### config.mk
export PLATFORM = sky130hd
export DESIGN_NAME = dds_top
export DESIGN_NICKNAME = d
export VERILOG_FILES = /design/src/core/dds_pkg.sv /design/src/core/phase_link_if.sv /design/src/core/dds_top.sv /design/src/core/sine_stage.sv /design/src/core/sync_stage.sv
export SDC_FILE = /design/constraint.sdc
export NUM_CORES = 1
export LEC_CHECK = 0
export BUFFER_PORTS_ARGS = -buffer_cell sky130_fd_sc_hd__buf_2
export CORE_UTILIZATION = 60
export CTS_CLUSTER_SIZE = 40
export DETAILED_ROUTE_END_ITERATION = 16
export PLACE_DENSITY_LB_ADDON = 0.25
export RECOVER_POWER = 50
export SYNTH_ARGS = -nofsm -noshare
export SYNTH_HDL_FRONTEND = slang
export SYNTH_SLANG_ARGS = --single-unit
### constraint.sdc
create_clock -name aclk -period 15.59 [get_ports aclk]
set_input_delay 0 -clock aclk [delete_from_list [all_inputs] [get_ports aclk]]
set_output_delay 0 -clock aclk [all_outputs]
set_load 0.02 [all_outputs]
### src/core/dds_pkg.sv
// constants shared by the sine synthesizer core
// Function
// RULE1: clear low zeroes word, accumulator, sine stage
// RULE2: output held while clear; restarts after release
// RULE3: select high: load on synchronized strobe rise
// RULE4: select low: load word every clock edge
// RULE5: format select: 1 offset binary, 0 two's
// RULE6: host spaces strobe rises three clocks apart
// RULE7: strobe rise synchronized before loading word
// RULE8: one 10-bit sample per clock, bit 9 MSB
// RULE9: outputs and state change only on clock; clear_n low zeroes datapath and sine stage at once, without an edge
// RULE10: clock mode: new frequency after five cycles
// RULE11: strobe mode: new frequency after seven cycles
// RULE12: peak and trough codes per format
// RULE13: strobe ignored while select is low
// RULE14: host drives 23-bit word, bit 0 LSB
// RULE15: after clear, zeros until word loaded
// RULE16: 24-bit accumulator adds zero-extended word
// RULE17: upper 14 phase bits give 10-bit amplitude
// RULE18: host holds word two clocks around strobe
// RULE19: pipeline split free; latencies exact
package dds_pkg;
	localparam int TW_W     = 23;
	localparam int ACC_W    = 24;
	localparam int PHASE_W  = 14;
	localparam int SAMPLE_W = 10;
	localparam int MAG_W    = SAMPLE_W - 1;
	localparam int HALF_W   = PHASE_W - 1;
	localparam int PROD_W   = HALF_W + PHASE_W;
	localparam int SCALE_W  = PROD_W + MAG_W;
	localparam int MAG_LSB  = 2 * HALF_W - 2;

	localparam logic [PHASE_W-1:0] HALF_SPAN = 14'h2000;
	localparam logic [MAG_W-1:0]   MAG_FULL  = 9'h1FF;

	localparam int AXI_AW = 5;
	localparam logic [AXI_AW-1:0] REG_TW     = 5'h00;
	localparam logic [AXI_AW-1:0] REG_PHASE  = 5'h04;
	localparam logic [AXI_AW-1:0] REG_SAMPLE = 5'h08;
	localparam logic [AXI_AW-1:0] REG_HOPS   = 5'h0C;
	localparam logic [AXI_AW-1:0] REG_CTRL   = 5'h10;

	localparam int CTRL_CNT_EN  = 0;
	localparam int CTRL_CNT_CLR = 1;
	localparam int CTRL_SEL     = 2;
	localparam int CTRL_FMT     = 3;
	localparam int CTRL_LOADED  = 4;
	localparam logic CTRL_CNT_EN_RST = 1'b1;

	localparam logic [1:0] RESP_OKAY   = 2'h0;
	localparam logic [1:0] RESP_SLVERR = 2'h2;
endpackage

### src/core/phase_link_if.sv
// phase in, amplitude out between the core and the sine stage
interface phase_link_if;
	logic [dds_pkg::PHASE_W-1:0] phase;
	logic [dds_pkg::MAG_W-1:0]   mag;
	logic                        neg;

	modport core (output phase, input mag, input neg);
	modport sine (input phase, output mag, output neg);
endinterface

### src/core/dds_top.sv
// sine synthesizer core: tuning word, accumulator, output format, register slave
//
// Local design decisions: the register offsets and register access over AXI4-Lite.
module dds_top (
	input  wire logic                        aclk,
	input  wire logic                        aresetn,
	input  wire logic                        clear_n,
	input  wire logic                        load_clock_select,
	input  wire logic                        output_format_select,
	input  wire logic                        hop_strobe,
	input  wire logic [dds_pkg::TW_W-1:0]     tuning_word_in,
	output logic      [dds_pkg::SAMPLE_W-1:0] sine_sample_out,
	input  wire logic [dds_pkg::AXI_AW-1:0]   s_axi_awaddr,
	input  wire logic                        s_axi_awvalid,
	output logic                             s_axi_awready,
	input  wire logic [31:0]                 s_axi_wdata,
	input  wire logic [3:0]                  s_axi_wstrb,
	input  wire logic                        s_axi_wvalid,
	output logic                             s_axi_wready,
	output logic      [1:0]                  s_axi_bresp,
	output logic                             s_axi_bvalid,
	input  wire logic                        s_axi_bready,
	input  wire logic [dds_pkg::AXI_AW-1:0]   s_axi_araddr,
	input  wire logic                        s_axi_arvalid,
	output logic                             s_axi_arready,
	output logic      [31:0]                 s_axi_rdata,
	output logic      [1:0]                  s_axi_rresp,
	output logic                             s_axi_rvalid,
	input  wire logic                        s_axi_rready
);
	localparam int TW_W = dds_pkg::TW_W;
	localparam int ACC_W = dds_pkg::ACC_W;
	localparam int PH_W = dds_pkg::PHASE_W;
	localparam int S_W = dds_pkg::SAMPLE_W;
	localparam int AW = dds_pkg::AXI_AW;

	function automatic logic is_mapped(input logic [AW-1:0] a);
		is_mapped = (a == dds_pkg::REG_TW) || (a == dds_pkg::REG_PHASE) ||
			(a == dds_pkg::REG_SAMPLE) || (a == dds_pkg::REG_HOPS) ||
			(a == dds_pkg::REG_CTRL);
	endfunction

	logic load_sel_s;
	logic fmt_s;
	logic hop_s;

	// mode pins and strobe cross into the clock domain first
	sync_stage #(
		.W(3)
	) u_sync (
		.aclk    (aclk),
		.aresetn (aresetn),
		.d       ({load_clock_select, output_format_select, hop_strobe}),
		.q       ({load_sel_s, fmt_s, hop_s})
	); // RULE7

	phase_link_if link ();

	sine_stage u_sine (
		.aclk    (aclk),
		.aresetn (aresetn),
		.clear_n (clear_n),
		.link    (link)
	);

	// datapath state, cleared asynchronously
	logic [TW_W-1:0]  tw_ff;
	logic [ACC_W-1:0] acc_ff;
	logic [PH_W-1:0]  phase_d1_ff;
	logic             loaded_ff;
	logic [S_W-1:0]   sample_ff;
	logic [TW_W-1:0]  nxt_tw;
	logic [ACC_W-1:0] nxt_acc;
	logic [PH_W-1:0]  nxt_phase;
	logic             nxt_loaded;
	logic [S_W-1:0]   nxt_sample;

	// strobe edge and word capture
	logic             hop_prev_ff;
	logic [TW_W-1:0]  tw_d1_ff;
	logic [TW_W-1:0]  tw_d2_ff;
	logic             hop_rise;
	logic             hop_load;

	assign hop_rise = hop_s & ~hop_prev_ff;
	assign hop_load = load_sel_s & hop_rise; // RULE13

	always_comb begin
		nxt_tw     = tw_ff;
		nxt_loaded = loaded_ff;
		if (!load_sel_s) begin // RULE4
			nxt_tw     = tuning_word_in;
			nxt_loaded = 1'b1;
		end else if (hop_rise) begin // RULE3
			nxt_tw     = tw_d2_ff;
			nxt_loaded = 1'b1;
		end
		nxt_acc   = acc_ff + {1'b0, tw_ff}; // RULE16
		nxt_phase = acc_ff[ACC_W-1 -: PH_W]; // RULE17
		nxt_sample = '0; // RULE15
		if (loaded_ff) begin // RULE5 RULE12
			nxt_sample = {link.neg ^ fmt_s, link.mag ^ {(S_W-1){link.neg}}};
		end
	end

	always_ff @(posedge aclk or negedge clear_n) begin
		if (!clear_n) begin // RULE1 RULE2
			tw_ff       <= '0;
			acc_ff      <= '0;
			phase_d1_ff <= '0;
			loaded_ff   <= 1'b0;
			sample_ff   <= '0;
		end else if (!aresetn) begin
			tw_ff       <= '0;
			acc_ff      <= '0;
			phase_d1_ff <= '0;
			loaded_ff   <= 1'b0;
			sample_ff   <= '0;
		end else begin // RULE9 RULE19
			tw_ff       <= nxt_tw;
			acc_ff      <= nxt_acc;
			phase_d1_ff <= nxt_phase;
			loaded_ff   <= nxt_loaded;
			sample_ff   <= nxt_sample; // RULE10 RULE11
		end
	end

	assign link.phase = phase_d1_ff;
	assign sine_sample_out = sample_ff; // RULE8

	// control and slave state
	logic [31:0]    hop_count_ff;
	logic           cnt_en_ff;
	logic           aw_hold_ff;
	logic [AW-1:0]  awaddr_ff;
	logic           w_hold_ff;
	logic [31:0]    wdata_ff;
	logic [3:0]     wstrb_ff;
	logic           bvalid_ff;
	logic [1:0]     bresp_ff;
	logic           rvalid_ff;
	logic [31:0]    rdata_ff;
	logic [1:0]     rresp_ff;
	logic [31:0]    nxt_hop_count;
	logic           nxt_cnt_en;
	logic           nxt_aw_hold;
	logic [AW-1:0]  nxt_awaddr;
	logic           nxt_w_hold;
	logic [31:0]    nxt_wdata;
	logic [3:0]     nxt_wstrb;
	logic           nxt_bvalid;
	logic [1:0]     nxt_bresp;
	logic           nxt_rvalid;
	logic [31:0]    nxt_rdata;
	logic [1:0]     nxt_rresp;
	logic           do_write;
	logic           ctrl_wr;

	assign s_axi_awready = ~aw_hold_ff & ~bvalid_ff;
	assign s_axi_wready  = ~w_hold_ff & ~bvalid_ff;
	assign s_axi_arready = ~rvalid_ff;
	assign do_write = aw_hold_ff & w_hold_ff & ~bvalid_ff;
	assign ctrl_wr  = do_write & (awaddr_ff == dds_pkg::REG_CTRL) & wstrb_ff[0];

	always_comb begin
		nxt_aw_hold = aw_hold_ff;
		nxt_awaddr  = awaddr_ff;
		nxt_w_hold  = w_hold_ff;
		nxt_wdata   = wdata_ff;
		nxt_wstrb   = wstrb_ff;
		nxt_bvalid  = bvalid_ff;
		nxt_bresp   = bresp_ff;
		nxt_cnt_en  = cnt_en_ff;
		nxt_hop_count = hop_count_ff;
		if (s_axi_awvalid && s_axi_awready) begin
			nxt_aw_hold = 1'b1;
			nxt_awaddr  = s_axi_awaddr;
		end
		if (s_axi_wvalid && s_axi_wready) begin
			nxt_w_hold = 1'b1;
			nxt_wdata  = s_axi_wdata;
			nxt_wstrb  = s_axi_wstrb;
		end
		if (do_write) begin
			nxt_aw_hold = 1'b0;
			nxt_w_hold  = 1'b0;
			nxt_bvalid  = 1'b1;
			nxt_bresp   = is_mapped(awaddr_ff) ? dds_pkg::RESP_OKAY : dds_pkg::RESP_SLVERR;
		end else if (bvalid_ff && s_axi_bready) begin
			nxt_bvalid = 1'b0;
		end
		if (ctrl_wr) begin
			nxt_cnt_en = wdata_ff[dds_pkg::CTRL_CNT_EN];
			if (wdata_ff[dds_pkg::CTRL_CNT_CLR]) begin
				nxt_hop_count = '0;
			end
		end
		// a hop in the clearing cycle still counts
		if (hop_load && cnt_en_ff) begin
			nxt_hop_count = nxt_hop_count + 32'h00000001;
		end
	end

	always_comb begin
		nxt_rvalid = rvalid_ff;
		nxt_rdata  = rdata_ff;
		nxt_rresp  = rresp_ff;
		if (s_axi_arvalid && s_axi_arready) begin
			nxt_rvalid = 1'b1;
			nxt_rresp  = is_mapped(s_axi_araddr) ? dds_pkg::RESP_OKAY : dds_pkg::RESP_SLVERR;
			case (s_axi_araddr)
				dds_pkg::REG_TW: begin
					nxt_rdata = {{(32-TW_W){1'b0}}, tw_ff};
				end
				dds_pkg::REG_PHASE: begin
					nxt_rdata = {{(32-ACC_W){1'b0}}, acc_ff};
				end
				dds_pkg::REG_SAMPLE: begin
					nxt_rdata = {{(32-S_W){1'b0}}, sample_ff};
				end
				dds_pkg::REG_HOPS: begin
					nxt_rdata = hop_count_ff;
				end
				dds_pkg::REG_CTRL: begin
					nxt_rdata = 32'h00000000;
					nxt_rdata[dds_pkg::CTRL_CNT_EN] = cnt_en_ff;
					nxt_rdata[dds_pkg::CTRL_SEL]    = load_sel_s;
					nxt_rdata[dds_pkg::CTRL_FMT]    = fmt_s;
					nxt_rdata[dds_pkg::CTRL_LOADED] = loaded_ff;
				end
				default: begin
					nxt_rdata = 32'h00000000;
				end
			endcase
		end else if (rvalid_ff && s_axi_rready) begin
			nxt_rvalid = 1'b0;
		end
	end

	always_ff @(posedge aclk) begin
		if (!aresetn) begin
			hop_prev_ff  <= 1'b0;
			tw_d1_ff     <= '0;
			tw_d2_ff     <= '0;
			hop_count_ff <= '0;
			cnt_en_ff    <= dds_pkg::CTRL_CNT_EN_RST;
			aw_hold_ff   <= 1'b0;
			awaddr_ff    <= '0;
			w_hold_ff    <= 1'b0;
			wdata_ff     <= '0;
			wstrb_ff     <= '0;
			bvalid_ff    <= 1'b0;
			bresp_ff     <= dds_pkg::RESP_OKAY;
			rvalid_ff    <= 1'b0;
			rdata_ff     <= '0;
			rresp_ff     <= dds_pkg::RESP_OKAY;
		end else begin
			hop_prev_ff  <= hop_s;
			// word rides two flops beside the strobe, aligned to its sampling edge
			tw_d1_ff     <= tuning_word_in;
			tw_d2_ff     <= tw_d1_ff;
			hop_count_ff <= nxt_hop_count;
			cnt_en_ff    <= nxt_cnt_en;
			aw_hold_ff   <= nxt_aw_hold;
			awaddr_ff    <= nxt_awaddr;
			w_hold_ff    <= nxt_w_hold;
			wdata_ff     <= nxt_wdata;
			wstrb_ff     <= nxt_wstrb;
			bvalid_ff    <= nxt_bvalid;
			bresp_ff     <= nxt_bresp;
			rvalid_ff    <= nxt_rvalid;
			rdata_ff     <= nxt_rdata;
			rresp_ff     <= nxt_rresp;
		end
	end

	assign s_axi_bvalid = bvalid_ff;
	assign s_axi_bresp  = bresp_ff;
	assign s_axi_rvalid = rvalid_ff;
	assign s_axi_rdata  = rdata_ff;
	assign s_axi_rresp  = rresp_ff;

	property p_clear_zero;
		@(posedge aclk) disable iff (!aresetn)
		!clear_n |-> (tw_ff == '0) && (acc_ff == '0) && (sample_ff == '0);
	endproperty
	a_clear_zero: assert property (p_clear_zero) else $error("clear left state nonzero"); // RULE1

	property p_sys_load;
		@(posedge aclk) disable iff (!aresetn || !clear_n)
		!load_sel_s |=> tw_ff == $past(tuning_word_in);
	endproperty
	a_sys_load: assert property (p_sys_load) else $error("word not loaded on clock"); // RULE4

	property p_hop_load;
		@(posedge aclk) disable iff (!aresetn || !clear_n)
		load_sel_s && hop_rise |=> tw_ff == $past(tw_d2_ff);
	endproperty
	a_hop_load: assert property (p_hop_load) else $error("strobe load missed"); // RULE3

	property p_hop_hold;
		@(posedge aclk) disable iff (!aresetn || !clear_n)
		load_sel_s && !hop_rise |=> $stable(tw_ff);
	endproperty
	a_hop_hold: assert property (p_hop_hold) else $error("word changed without strobe"); // RULE3

	property p_acc_step;
		@(posedge aclk) disable iff (!aresetn || !clear_n)
		1'b1 ##1 clear_n |-> acc_ff == $past(acc_ff) + {1'b0, $past(tw_ff)};
	endproperty
	a_acc_step: assert property (p_acc_step) else $error("accumulator step wrong"); // RULE16

	property p_phase_tap;
		@(posedge aclk) disable iff (!aresetn || !clear_n)
		1'b1 ##1 clear_n |-> phase_d1_ff == $past(acc_ff[ACC_W-1 -: PH_W]);
	endproperty
	a_phase_tap: assert property (p_phase_tap) else $error("phase tap wrong"); // RULE17

	property p_out_latency;
		@(posedge aclk) disable iff (!aresetn || !clear_n)
		(1'b1 ##4 $past(loaded_ff)) |->
			sine_sample_out[S_W-1] == ($past(acc_ff[ACC_W-1], 4) ^ $past(fmt_s));
	endproperty
	a_out_latency: assert property (p_out_latency) else $error("sample sign late"); // RULE10

	property p_unloaded_zero;
		@(posedge aclk) disable iff (!aresetn)
		!loaded_ff ##1 1'b1 |-> sine_sample_out == '0;
	endproperty
	a_unloaded_zero: assert property (p_unloaded_zero) else $error("output before load"); // RULE15

	property p_hop_ignored;
		@(posedge aclk) disable iff (!aresetn)
		!load_sel_s && !ctrl_wr |=> $stable(hop_count_ff);
	endproperty
	a_hop_ignored: assert property (p_hop_ignored) else $error("strobe seen in clock mode"); // RULE13

	property p_bresp_both;
		@(posedge aclk) disable iff (!aresetn)
		$rose(bvalid_ff) |-> $past(aw_hold_ff) && $past(w_hold_ff);
	endproperty
	a_bresp_both: assert property (p_bresp_both) else $error("response before both halves");
endmodule

### src/core/sine_stage.sv
// half-wave parabolic sine amplitude, two pipeline stages
module sine_stage (
	input  wire logic  aclk,
	input  wire logic  aresetn,
	input  wire logic  clear_n,
	phase_link_if.sine link
);
	logic                         half_ff;
	logic [dds_pkg::HALF_W-1:0]   pos_ff;
	logic                         neg_ff;
	logic [dds_pkg::MAG_W-1:0]    mag_ff;
	logic                         nxt_half;
	logic [dds_pkg::HALF_W-1:0]   nxt_pos;
	logic [dds_pkg::MAG_W-1:0]    nxt_mag;
	logic [dds_pkg::PHASE_W-1:0]  rest;
	logic [dds_pkg::PROD_W-1:0]   prod;
	logic [dds_pkg::SCALE_W-1:0]  scaled;

	always_comb begin
		nxt_half = link.phase[dds_pkg::PHASE_W-1];
		nxt_pos  = link.phase[dds_pkg::HALF_W-1:0];
		rest     = dds_pkg::HALF_SPAN - {1'b0, pos_ff};
		// u*(1-u) peaks at a quarter of span squared, scaled to full magnitude
		prod     = pos_ff * rest;
		scaled   = prod * dds_pkg::MAG_FULL;
		nxt_mag  = scaled[dds_pkg::MAG_LSB +: dds_pkg::MAG_W]; // RULE17
	end

	always_ff @(posedge aclk or negedge clear_n) begin
		if (!clear_n) begin // RULE1
			half_ff <= 1'b0;
			pos_ff  <= '0;
			neg_ff  <= 1'b0;
			mag_ff  <= '0;
		end else if (!aresetn) begin
			half_ff <= 1'b0;
			pos_ff  <= '0;
			neg_ff  <= 1'b0;
			mag_ff  <= '0;
		end else begin
			half_ff <= nxt_half;
			pos_ff  <= nxt_pos;
			neg_ff  <= half_ff;
			mag_ff  <= nxt_mag;
		end
	end

	assign link.neg = neg_ff;
	assign link.mag = mag_ff;
endmodule

### src/core/sync_stage.sv
// two-flop synchronizer for pin levels
module sync_stage #(
	parameter int W = 1
) (
	input  wire logic         aclk,
	input  wire logic         aresetn,
	input  wire logic [W-1:0] d,
	output logic      [W-1:0] q
);
	logic [W-1:0] meta_ff;
	logic [W-1:0] q_ff;

	always_ff @(posedge aclk) begin
		if (!aresetn) begin
			meta_ff <= '0;
			q_ff    <= '0;
		end else begin
			meta_ff <= d;
			q_ff    <= meta_ff;
		end
	end

	assign q = q_ff;
endmodule

==> results of run 1 <==
==> registers in the layout, indices dropped and copies added, names as in the netlist, 2 cells and up <==
signal / count
acc_ff: 24
u_sine.link.mag: 9
sine_sample_out: 10
u_sync.q: 3
tw_d2_ff: 23
tw_ff: 23
u_sync.meta_ff: 3
awaddr_ff: 5
wdata_ff: 2
s_axi_rdata: 32
hop_count_ff: 32
u_sine.pos_ff: 13
link.phase: 14
tw_d1_ff: 23
==> worst max path at each step <==
stage                                from                           end  slack, ns  cells past startpoint
2_1_floorplan  u_sine.pos_ff[4]$_DFF_PN0_  u_sine.link.mag[8]$_DFF_PN0_       4.82                     39
4_1_cts        u_sine.pos_ff[5]$_DFF_PN0_  u_sine.link.mag[8]$_DFF_PN0_       3.45                     38
5_1_grt        u_sine.pos_ff[4]$_DFF_PN0_  u_sine.link.mag[8]$_DFF_PN0_       2.69                     35
3_5_place_dp   u_sine.pos_ff[5]$_DFF_PN0_  u_sine.link.mag[8]$_DFF_PN0_       3.49                     38
3_3_place_gp   u_sine.pos_ff[4]$_DFF_PN0_  u_sine.link.mag[8]$_DFF_PN0_       3.70                     35
6_report       u_sine.pos_ff[5]$_DFF_PN0_  u_sine.link.mag[8]$_DFF_PN0_       3.39                     35
==> cell usage after synthesis (all sizes together) (4+ instances only) <==
| cell | count |
|---|---|
| inv | 376 |
| fa | 237 |
| ha | 166 |
| nor2 | 154 |
| nand2 | 150 |
| dfxtp | 132 |
| o21ai | 98 |
| dfrtp | 96 |
| and2 | 87 |
| a21oi | 79 |
| nand2b | 72 |
| clkbuf | 66 |
| nor2b | 65 |
| xor2 | 56 |
| xnor2 | 46 |
| a21o | 41 |
| a22oi | 31 |
| nand3 | 26 |
| mux2i | 23 |
| nor3 | 23 |
| and3 | 19 |
| buf | 10 |
| mux2 | 10 |
| nand4 | 10 |
| o21a | 10 |
| a211oi | 8 |
| a21boi | 8 |
| o21bai | 7 |
| or3 | 7 |
| or4 | 7 |
| mux4 | 6 |
| nor4 | 6 |
| a31oi | 5 |
| and4 | 5 |
| o221ai | 5 |
| a221oi | 4 |
| maj3 | 4 |
| o211ai | 4 |
| o31ai | 4 |
==> per-layer routing <==
metal | track usage (%) | part of all wire [%] | up-vias
met5 | 0 | 0 | -
met2 | 49.2 | 52 | 343
met1 | 33.1 | 42 | 7554
met3 | 1.73 | 3.4 | 78
li1 | - | - | 7258
met4 | 7.57 | 2.5 | 0
==> worst max-delay path: cells and delay by family, from the launching register on <==
kind                       cells  cell delay (ns)
xor gates and xnor gates       1             0.44
adders and majority gates     12             5.53
and+or+nand+nor                9             3.08
AOI/OAI and AO/OA              7             1.92
DFF                            1             0.65
buffers and inverters          6             0.41
==> metrics by stage <==
| stage | hold WS (ns) | setup slack (ns) | util [%] |
|---|---|---|---|
| 2_1_floorplan | -0.296 | 4.82 | - |
| 3_5_place_dp | 0.0236 | 3.49 | 63.6 |
| 5_1_grt | 0.0243 | 2.69 | 66.7 |
| 6_report | 0.0226 | 3.39 | 66.7 |
| 4_1_cts | 0.0108 | 3.45 | 67.0 |
| 3_3_place_gp | 0.0160 | 3.70 | 63.6 |
==> final cells by class <==
type                    instances  area, µm²
clock inverters                11       97.6
fillers                      2673      11200
well taps                     448        561
flip-flops and latches        228       5040
repair buffers                145        885
clock buffers                  25        592
multi-input cells            1543      13800
inverters                     377       1420
==> cells by family (layout without fill, tap and decap cells) <==
kind of cell,Yosys count,count (layout)
DFF,228,228
buffers and inverters,453,558
AOI/OAI and AO/OA,329,329
other,2,15
and+or+nand+nor,651,651
adders and majority gates,407,407
xor gates and xnor gates,102,102
muxes,39,39
==> out/results.txt, run 1 <==
Syn Area/Cell = 9.26 µm²
initial drt markers = 624
crit end category = register
GRT overflow = 0
yosys warns = 0
Num CTS Buffers = 20
final wirelength = 44500 µm
required time of the critical path = 15.95 ns
Async SR Flop Fraction = 42.1%
number of synthesized flops with an enable pin = 0
library cells used by synthesis = 79
cts hold-fix bufs = 42
Clock Skews = 0.0113 ns
final hold vios = 0
Clock Root Buffer = clkbuf_16
via count = 15200
RSZ-0062 raised after global routing = false
most frequent CP cell = fa_1
clk_lat worst skew = 0.50 ns
PostCTS Resize Cnt = 0
hold depth = 4
WHS Endpoint = s_axi_rdata[1]$_SDFFE_PN0P_
final net count = 2798
setup violators final = 0
clk buf depth = 3
CP Class = reg2reg
Synth Area in Compound Gates = 10.4%
DRC errors left = 0
max cap viols = 4
Synth Register Bits = 228
top post-synthesis cells by area = fa_1, dfxtp_1, dfrtp_1, ha_1, inv_1
mux contribution to synthesized area = 2.33%
DRT antenna net count = 0
Final GP Congestion = 0.932
GRT Util Overall = 26.5%
Post-DP Area = 21300 µm²
CTS tree = built
placed instance count = 2699
# clock sinks = 228
vias in the first global route = 16300
post-layout minimum cycle time = 12.20 ns
Final Max Tran Viols = 162
Avg WL per Cell = 16.0 µm
Max stage delay on crit path = 0.70 ns
Ant. Diodes = 0
Reg2Reg Setup Slack = 3.39 ns
Slew @ Worst Pin = 2.83 ns
crit path max fanout = 17
Worst R2R Path Depth = 35
layout cell share with drive strength beyond 1 = 5.11%
DRT Pass-1 Iters = 5
synthesized area = 20500 µm²
maximum clock rate = 82.0 MHz
R2R Path End = u_sine.link.mag[8]$_DFF_PN0_
Rel. slew slack = -88.4%
share of the synthesized area in the top cell type = 23.2%
worst hold path type = in2reg
cell accounting for the most synthesized area = fa_1
initial core utilization = 61.1%
Final Instance Area = 22400 µm²
Critical Path Start Type = register
Cell Rows = 67
failing checks = max-capacitance violations, max-slew violations
Synth Area in Simple Gates = 16.3%
die height = 187 µm
# IOs = 131
setup TNS = 0 ns
most common cell after layout, fill and taps aside = inv_1
non-filler cells, final = 2777
Post-Synth Adder-Cell Area = 33.5%
xor and xnor fraction of the mapped netlist area = 4.47%
CP Data Arrival Time = 12.56 ns
first-pass GRT wire length = 77000 µm
CP max stage cell = or4_1
postcts setup bufs = 0
R2R Path Start = u_sine.pos_ff[5]$_DFF_PN0_
Core Area = 33500 µm²
Post-Syn Instances = 2211
clock-pin slew on the worst setup and hold paths = 0.07 ns
ys flop type = dfxtp_1
sequential area share after synthesis = 24.6%
Die Wd = 187 µm
area grow syn2layout = 9.26%
Die ar. = 34900 µm²
vias per cell = 5.49
most frequent cells in the layout = inv_1, fa_1, ha_1
hold_sp = s_axi_araddr[0]
H-tree levels = 1
largest family of logic cells by synthesized area = adder cells
fraction of the cycle the final worst path needs = 78.2%
hpwl dp = 34700 µm
status = complete, but fails checks
Port Buffer Count = 95
largest net degree at the start of global routing = 63
initial antenna violation count = 0
Power of run 1 is left out: the tool's default activity adds up to more than one toggle a clock period on the data nets, which glitch-free logic cannot reach.
==> run 2, diff against run 1 <==
--- a/config.mk
+++ b/config.mk
@@ -5,6 +5,7 @@
 export SDC_FILE = /design/constraint.sdc
 export NUM_CORES = 1
 export LEC_CHECK = 0
+export ABC_AREA = 1
 export BUFFER_PORTS_ARGS = -buffer_cell sky130_fd_sc_hd__buf_2
 export CORE_UTILIZATION = 60
 export CTS_CLUSTER_SIZE = 40
==> constraint.sdc (replaced) <==
create_clock -name aclk -period 11.3 [get_ports aclk]
set_input_delay 0 -clock aclk [delete_from_list [all_inputs] [get_ports aclk]]
set_output_delay 0 -clock aclk [all_outputs]
set_load 0.02 [all_outputs]
==> run 2 against run 1 <==
  * The run still ends with max-capacitance violations, max-slew violations left
  * Global-route usage is 3.9 points higher
  * Hold slack better by 0.011 ns
  * Clock skew rose by 0.012 ns
  * Wire length is 22% higher
  * Register-to-register slack got worse by 2.6 ns
  * Sequential cell count stayed put
  * Final area up 6.6%
  * Fmax is 16% higher
  * Area after synthesis rose by 6.0%
  * Die area grew 5.9%
  * First-iteration DRC count grew 72%
  * Worst setup slack got worse by 2.6 ns
==> out/results.txt, run 2 <==
status = complete, but fails checks (unchanged)
failing checks = max-capacitance violations, max-slew violations (unchanged)
die height = 192 µm (was 187 µm)
top post-synthesis cells by area = fa_1, dfxtp_1, inv_1, dfrtp_1, nand2_1 (was fa_1, dfxtp_1, dfrtp_1, ha_1, inv_1)
most frequent CP cell = inv_1 (was fa_1)
Clock Root Buffer = clkbuf_16 (unchanged)
fraction of the cycle the final worst path needs = 93.2% (was 78.2%)
Avg WL per Cell = 15.7 µm (was 16.0 µm)
Die Wd = 192 µm (was 187 µm)
hpwl dp = 42700 µm (was 34700 µm)
worst hold path type = in2reg (unchanged)
number of synthesized flops with an enable pin = 0 (unchanged)
post-layout minimum cycle time = 10.54 ns (was 12.20 ns)
clk buf depth = 3 (unchanged)
most frequent cell after synthesis = inv_1 (unchanged)
initial core utilization = 61.0% (was 61.1%)
most instantiated cells after synthesis = inv_1, nand2_1, nor2_1, fa_1, ha_1 (was inv_1, fa_1, ha_1, nor2_1, nand2_1)
Final Max Tran Viols = 179 (was 162)
Port Buffer Count = 95 (unchanged)
most common cell after layout, fill and taps aside = inv_1 (unchanged)
setup violators final = 0 (unchanged)
Core Area = 35600 µm² (was 33500 µm²)
initial drt markers = 1076 (was 624)
most frequent cells in the layout = inv_1, nand2_1, nor2_1 (was inv_1, fa_1, ha_1)
CTS tree = built (unchanged)
synthesized area = 21700 µm² (was 20500 µm²)
final hold vios = 0 (unchanged)
Num CTS Buffers = 22 (was 20)
Async SR Flop Fraction = 42.1% (unchanged)
Die ar. = 36900 µm² (was 34900 µm²)
final wirelength = 54300 µm (was 44500 µm)
Worst R2R Path Depth = 44 (was 35)
RSZ-0062 raised after global routing = false (unchanged)
CP Class = reg2reg (unchanged)
final net count = 3469 (was 2798)
GRT overflow = 0 (unchanged)
cell accounting for the most synthesized area = fa_1 (unchanged)
Cell Rows = 69 (was 67)
hold depth = 5 (was 4)
Synth Register Bits = 228 (unchanged)
Slew @ Worst Pin = 4.23 ns (was 2.83 ns)
Rel. slew slack = -182% (was -88.4%)
vias per cell = 5.29 (was 5.49)
non-filler cells, final = 3463 (was 2777)
largest net degree at the start of global routing = 102 (was 63)
Post-Syn Instances = 2857 (was 2211)
CP delay by family, top = adder cells (unchanged)
CP Depth = 44 (was 35)
sequential area share after synthesis = 23.2% (was 24.6%)
crit end category = register (unchanged)
area grow syn2layout = 9.93% (was 9.26%)
H-tree levels = 1 (unchanged)
via count = 18300 (was 15200)
CP max stage cell = fa_1 (was or4_1)
Syn Area/Cell = 7.60 µm² (was 9.26 µm²)
clock-pin slew on the worst setup and hold paths = 0.07 ns (about the same)
Critical Path Start Type = register (unchanged)
vias in the first global route = 18500 (was 16300)
maximum clock rate = 94.9 MHz (was 82.0 MHz)
# IOs = 131 (unchanged)
number of buffers and inverters on the critical path = 10 (was 6)
share of the synthesized area in the top cell type = 21.9% (was 23.2%)
clk_lat worst skew = 0.52 ns (was 0.50 ns)
Final GP Congestion = 0.987 (was 0.932)
initial antenna violation count = 0 (unchanged)
Max stage delay on crit path = 0.56 ns (was 0.70 ns)
library cells used by synthesis = 54 (was 79)
max cap viols = 2 (was 4)
ys flop type = dfxtp_1 (unchanged)
# clock sinks = 228 (unchanged)
CP Data Arrival Time = 10.98 ns (was 12.56 ns)
postcts setup bufs = 0 (unchanged)
Clock Skews = 0.0229 ns (was 0.0113 ns)
first-pass GRT wire length = 89400 µm (was 77000 µm)
layout cell share with drive strength beyond 1 = 5.46% (was 5.11%)
setup TNS = 0 ns (unchanged)
DRT Pass-1 Iters = 6 (was 5)
crit path max fanout = 8 (was 17)
required time of the critical path = 11.74 ns (was 15.95 ns)
Ant. Diodes = 0 (unchanged)
placed instance count = 3368 (was 2699)
final hold slack = 0.0336 ns (was 0.0226 ns)
DRT antenna net count = 0 (unchanged)
GRT Util Overall = 30.4% (was 26.5%)
yosys warns = 0 (unchanged)
DRC errors left = 0 (unchanged)
-- run 2: cell count changes in the layout (fill, tap and decap cells not counted), sizes merged, moves of 31 or more --
cell,delta
nand2,+499
inv,+273
nor2,+99
a21oi,+86
and2,-82
nand3,+73
nand2b,-72
nor2b,-65
xnor2,-35
a22oi,-31
-- run 2: cell families (layout without fill, tap and decap cells) --
logic type	count (synthesis)	in the layout	share of synthesized area (%)
simple gates	1064	1064	20.6
buf+inv	729	861	12.8
fa+ha+maj	403	403	31.4
compound gates	389	389	10.0
flops	228	228	23.2
xor+xnor	42	42	1.85
other cells	2	15	0.0346
-- run 2: path summary, 6_finish.rpt --
kind | startpoint | end | slack, ns
worst max-delay path | u_sine.pos_ff[0]$_DFF_PN0_ | u_sine.link.mag[5]$_DFF_PN0_ | 0.76
worst min-delay path | s_axi_araddr[0] | s_axi_rresp[1]$_SDFFE_PN0P_ | 0.03
worst max register to register | u_sine.pos_ff[0]$_DFF_PN0_ | u_sine.link.mag[5]$_DFF_PN0_ | 0.76
worst min register to register | tw_d1_ff[9]$_SDFF_PN0_ | tw_d2_ff[9]$_SDFF_PN0_ | 0.41
max in group asynchronous | clear_n | link.phase[7]$_DFF_PN0_ | 7.24
min in group asynchronous | clear_n | sine_sample_out[5]$_DFF_PN0_ | 0.75
-- run 2: per-stage QoR --
stage                     cell area, µm²  util, %  setup slack (ns)
after floorplan                    21700        -              1.53
after global placement             22600     63.6             0.908
after detailed placement           22600     63.6             0.797
after CTS                          23900     67.3             0.708
final                              23900     67.1             0.764
after global routing               23900     67.1            0.0280
-- run 2: layout make-up --
class / instances / area, µm²
clock buffers: 32 / 682
repair buffers: 165 / 1070
fillers: 3054 / 11700
inverters: 656 / 2470
well taps: 461 / 577
multi-input cells: 1913 / 13900
clock inverters: 8 / 82.6
flip-flops and latches: 228 / 5040
-- run 2: tightest hold or removal path: cells and delay by family --
kind                   cells  cell delay [ns]
AOI/OAI and AO/OA          1             0.15
and+or+nand+nor            3             0.28
buffers and inverters      1             0.07
-- run 2: layer usage --
metal | GRT usage [%] | share of wire [%] | vias up
met3 | 2.27 | 4.4 | 111
met4 | 10.7 | 3.1 | 0
met5 | 0 | 0 | -
met1 | 37.9 | 41 | 8758
li1 | - | - | 8964
met2 | 55.2 | 51 | 498
-- run 2: what timing repair did --
| item | 4_1_cts | 5_1_grt |
|---|---|---|
| resized for setup | 0 | 4 |
| hold buffers | 55 | 0 |
| endpoints found under the setup margin | 0 | 6 |
| endpoints found under the hold margin | 90 | 0 |
Power of run 2 is left out for the same reason.
==> run 3, diff against run 2 <==
--- a/config.mk
+++ b/config.mk
@@ -10,8 +10,10 @@
 export CORE_UTILIZATION = 60
 export CTS_CLUSTER_SIZE = 40
 export DETAILED_ROUTE_END_ITERATION = 16
+export GPL_TIMING_DRIVEN = 0
 export PLACE_DENSITY_LB_ADDON = 0.25
 export RECOVER_POWER = 50
+export REMOVE_ABC_BUFFERS = 1
 export SYNTH_ARGS = -nofsm -noshare
 export SYNTH_HDL_FRONTEND = slang
 export SYNTH_SLANG_ARGS = --single-unit
==> run 3 against run 2 <==
  * The flow still finishes with violations (max-capacitance violations, max-slew violations)
  * Final area is 0.31% higher
  * Die area stayed put
  * Hold slack worse by 0.011 ns
  * Register-to-register slack worse by 0.08 ns
  * First-iteration DRC count is 4.4% higher
  * Clock-buffer cell count is 2 lower
  * Via count is 0.97% higher
  * Global-route usage is 0.74 points higher
  * Highest routed layer unchanged
  * Critical endpoint is now u_sine.link.mag[7]$_DFF_PN0_
  * Fmax is 0.80% lower
==> out/results.txt, run 3 (synthesis gave the netlist of run 2 again) <==
most common cell after layout, fill and taps aside = inv_1 (unchanged)
crit path max fanout = 10 (was 8)
hpwl dp = 42900 µm (was 42700 µm)
Die Wd = 192 µm (unchanged)
initial antenna violation count = 0 (unchanged)
RSZ-0062 raised after global routing = true (was false)
status = complete, but fails checks (unchanged)
CP max stage cell = fa_1 (unchanged)
required time of the critical path = 11.70 ns (was 11.74 ns)
clk_lat worst skew = 0.51 ns (was 0.52 ns)
Ant. Diodes = 0 (unchanged)
Post-DP Area = 22600 µm² (about the same)
Final Instance Area = 23900 µm² (about the same)
worst hold path type = in2reg (unchanged)
vias in the first global route = 19200 (was 18500)
Final GP Congestion = 0.940 (was 0.987)
Reg2Reg Setup Slack = 0.68 ns (was 0.76 ns)
fraction of the cycle the final worst path needs = 94.0% (was 93.2%)
Clock Skews = 0.0242 ns (was 0.0229 ns)
die height = 192 µm (unchanged)
Slew @ Worst Pin = 3.43 ns (was 4.23 ns)
Rel. slew slack = -129% (was -182%)
failing checks = max-capacitance violations, max-slew violations (unchanged)
final hold vios = 0 (unchanged)
initial core utilization = 61.0% (unchanged)
Max stage delay on crit path = 0.59 ns (was 0.56 ns)
most frequent cells in the layout = inv_1, nand2_1, nor2_1 (unchanged)
max cap viols = 2 (unchanged)
setup violators final = 0 (unchanged)
Port Buffer Count = 95 (unchanged)
H-tree levels = 1 (unchanged)
final net count = 3470 (was 3469)
first-pass GRT wire length = 91600 µm (was 89400 µm)
Avg WL per Cell = 15.8 µm (was 15.7 µm)
final hold slack = 0.0223 ns (was 0.0336 ns)
crit end category = register (unchanged)
initial drt markers = 1123 (was 1076)
Cell Rows = 69 (unchanged)
GRT overflow = 0 (unchanged)
combined area of the multi-input logic cells = 14000 µm² (was 13900 µm²)
layout cell share with drive strength beyond 1 = 5.96% (was 5.46%)
clock-pin slew on the worst setup and hold paths = 0.07 ns (about the same)
post-layout minimum cycle time = 10.62 ns (was 10.54 ns)
DRC errors left = 0 (unchanged)
largest net degree at the start of global routing = 94 (was 102)
Fill cells = 3107 (was 3054)
GRT Util Overall = 31.2% (was 30.4%)
Core Area = 35600 µm² (unchanged)
Die ar. = 36900 µm² (unchanged)
# clock sinks = 228 (unchanged)
CP Class = reg2reg (unchanged)
final wirelength = 54800 µm (was 54300 µm)
CTS tree = built (unchanged)
DRT antenna net count = 0 (unchanged)
via count = 18500 (was 18300)
Num CTS Buffers = 21 (was 22)
register area = 5050 µm² (was 5040 µm²)
Final Max Tran Viols = 99 (was 179)
area grow syn2layout = 10.3% (was 9.93%)
Clock Root Buffer = clkbuf_16 (unchanged)
maximum clock rate = 94.2 MHz (was 94.9 MHz)
CP Data Arrival Time = 11.02 ns (was 10.98 ns)
DRT Pass-1 Iters = 6 (unchanged)
Critical Path Start Type = register (unchanged)
clk buf depth = 3 (unchanged)
vias per cell = 5.35 (was 5.29)
# IOs = 131 (unchanged)
setup ws final = 0.680 ns (was 0.764 ns)
worst slack, placed = -0.450 ns (was 0.797 ns)
-- run 3: changes by cell type in the layout (fill, tap and decap cells not counted), moves of 4 or more --
cell,delta
dlygate4sd3_1,+4
buf_4,-4
dfrtp_1,-4
clkbuf_16,-4
-- run 3: repair_timing --
| item | 4_1_cts | 5_1_grt |
|---|---|---|
| pin swaps | 0 | 4 |
| buffers inserted | 0 | 10 |
| gates resized for setup | 3 | 20 |
| setup endpoints to repair | 8 | 9 |
| hold buffers | 59 | 0 |
| hold endpoints to repair | 205 | 0 |
-- run 3: cell type report --
| class | count | share of cell area, % |
|---|---|---|
| clock buffers | 30 | 2.46 |
| clock inverters | 7 | 0.403 |
| inverters | 656 | 10.4 |
| repair buffers | 167 | 4.81 |
| multi-input cells | 1913 | 58.4 |
| well taps | 461 | 2.41 |
| flip-flops and latches | 228 | 21.1 |
-- run 3: final timing paths --
kind | endpoint | depth (start not counted) | from
worst max-delay path | u_sine.link.mag[7]$_DFF_PN0_ | 45 | u_sine.pos_ff[0]$_DFF_PN0_
worst min-delay path | s_axi_rresp[1]$_SDFFE_PN0P_ | 5 | s_axi_araddr[0]
worst max register to register | u_sine.link.mag[7]$_DFF_PN0_ | 45 | u_sine.pos_ff[0]$_DFF_PN0_
worst min register to register | tw_d2_ff[19]$_SDFF_PN0_ | 2 | tw_d1_ff[19]$_SDFF_PN0_
max in group asynchronous | u_sine.pos_ff[0]$_DFF_PN0_ | 4 | clear_n
min in group asynchronous | loaded_ff$_DFFE_PN0P_ | 3 | clear_n
-- run 3: critical path: cells and delay by family (launching register included) --
family / cells / cell delay, ns
and+or+nand+nor: 15 / 1.81
xor gates and xnor gates: 1 / 0.26
adders and majority gates: 13 / 5.99
AOI/OAI and AO/OA: 7 / 1.19
buffers and inverters: 9 / 0.71
DFF: 1 / 0.57
-- run 3: per-stage QoR --
step                      utilization, %  setup TNS, ns  cells
after detailed placement            63.4          -2.72   3355
after global placement              63.2          -2.14   3353
after floorplan                        -              0   2797
final                               67.3              0   3462
after global routing                67.3        -0.0804   3462
after CTS                           67.0              0   3451
-- run 3: metal layers --
metal	track usage, %	routed length, µm	vias up	share of wire [%]
met5	0	0	-	0
met4	12.2	2210	0	4.0
met3	2.10	2610	126	4.8
met2	56.6	27600	522	50
met1	38.4	22400	8907	41
li1	-	-	8954	-
Power of run 3 is left out for the same reason.
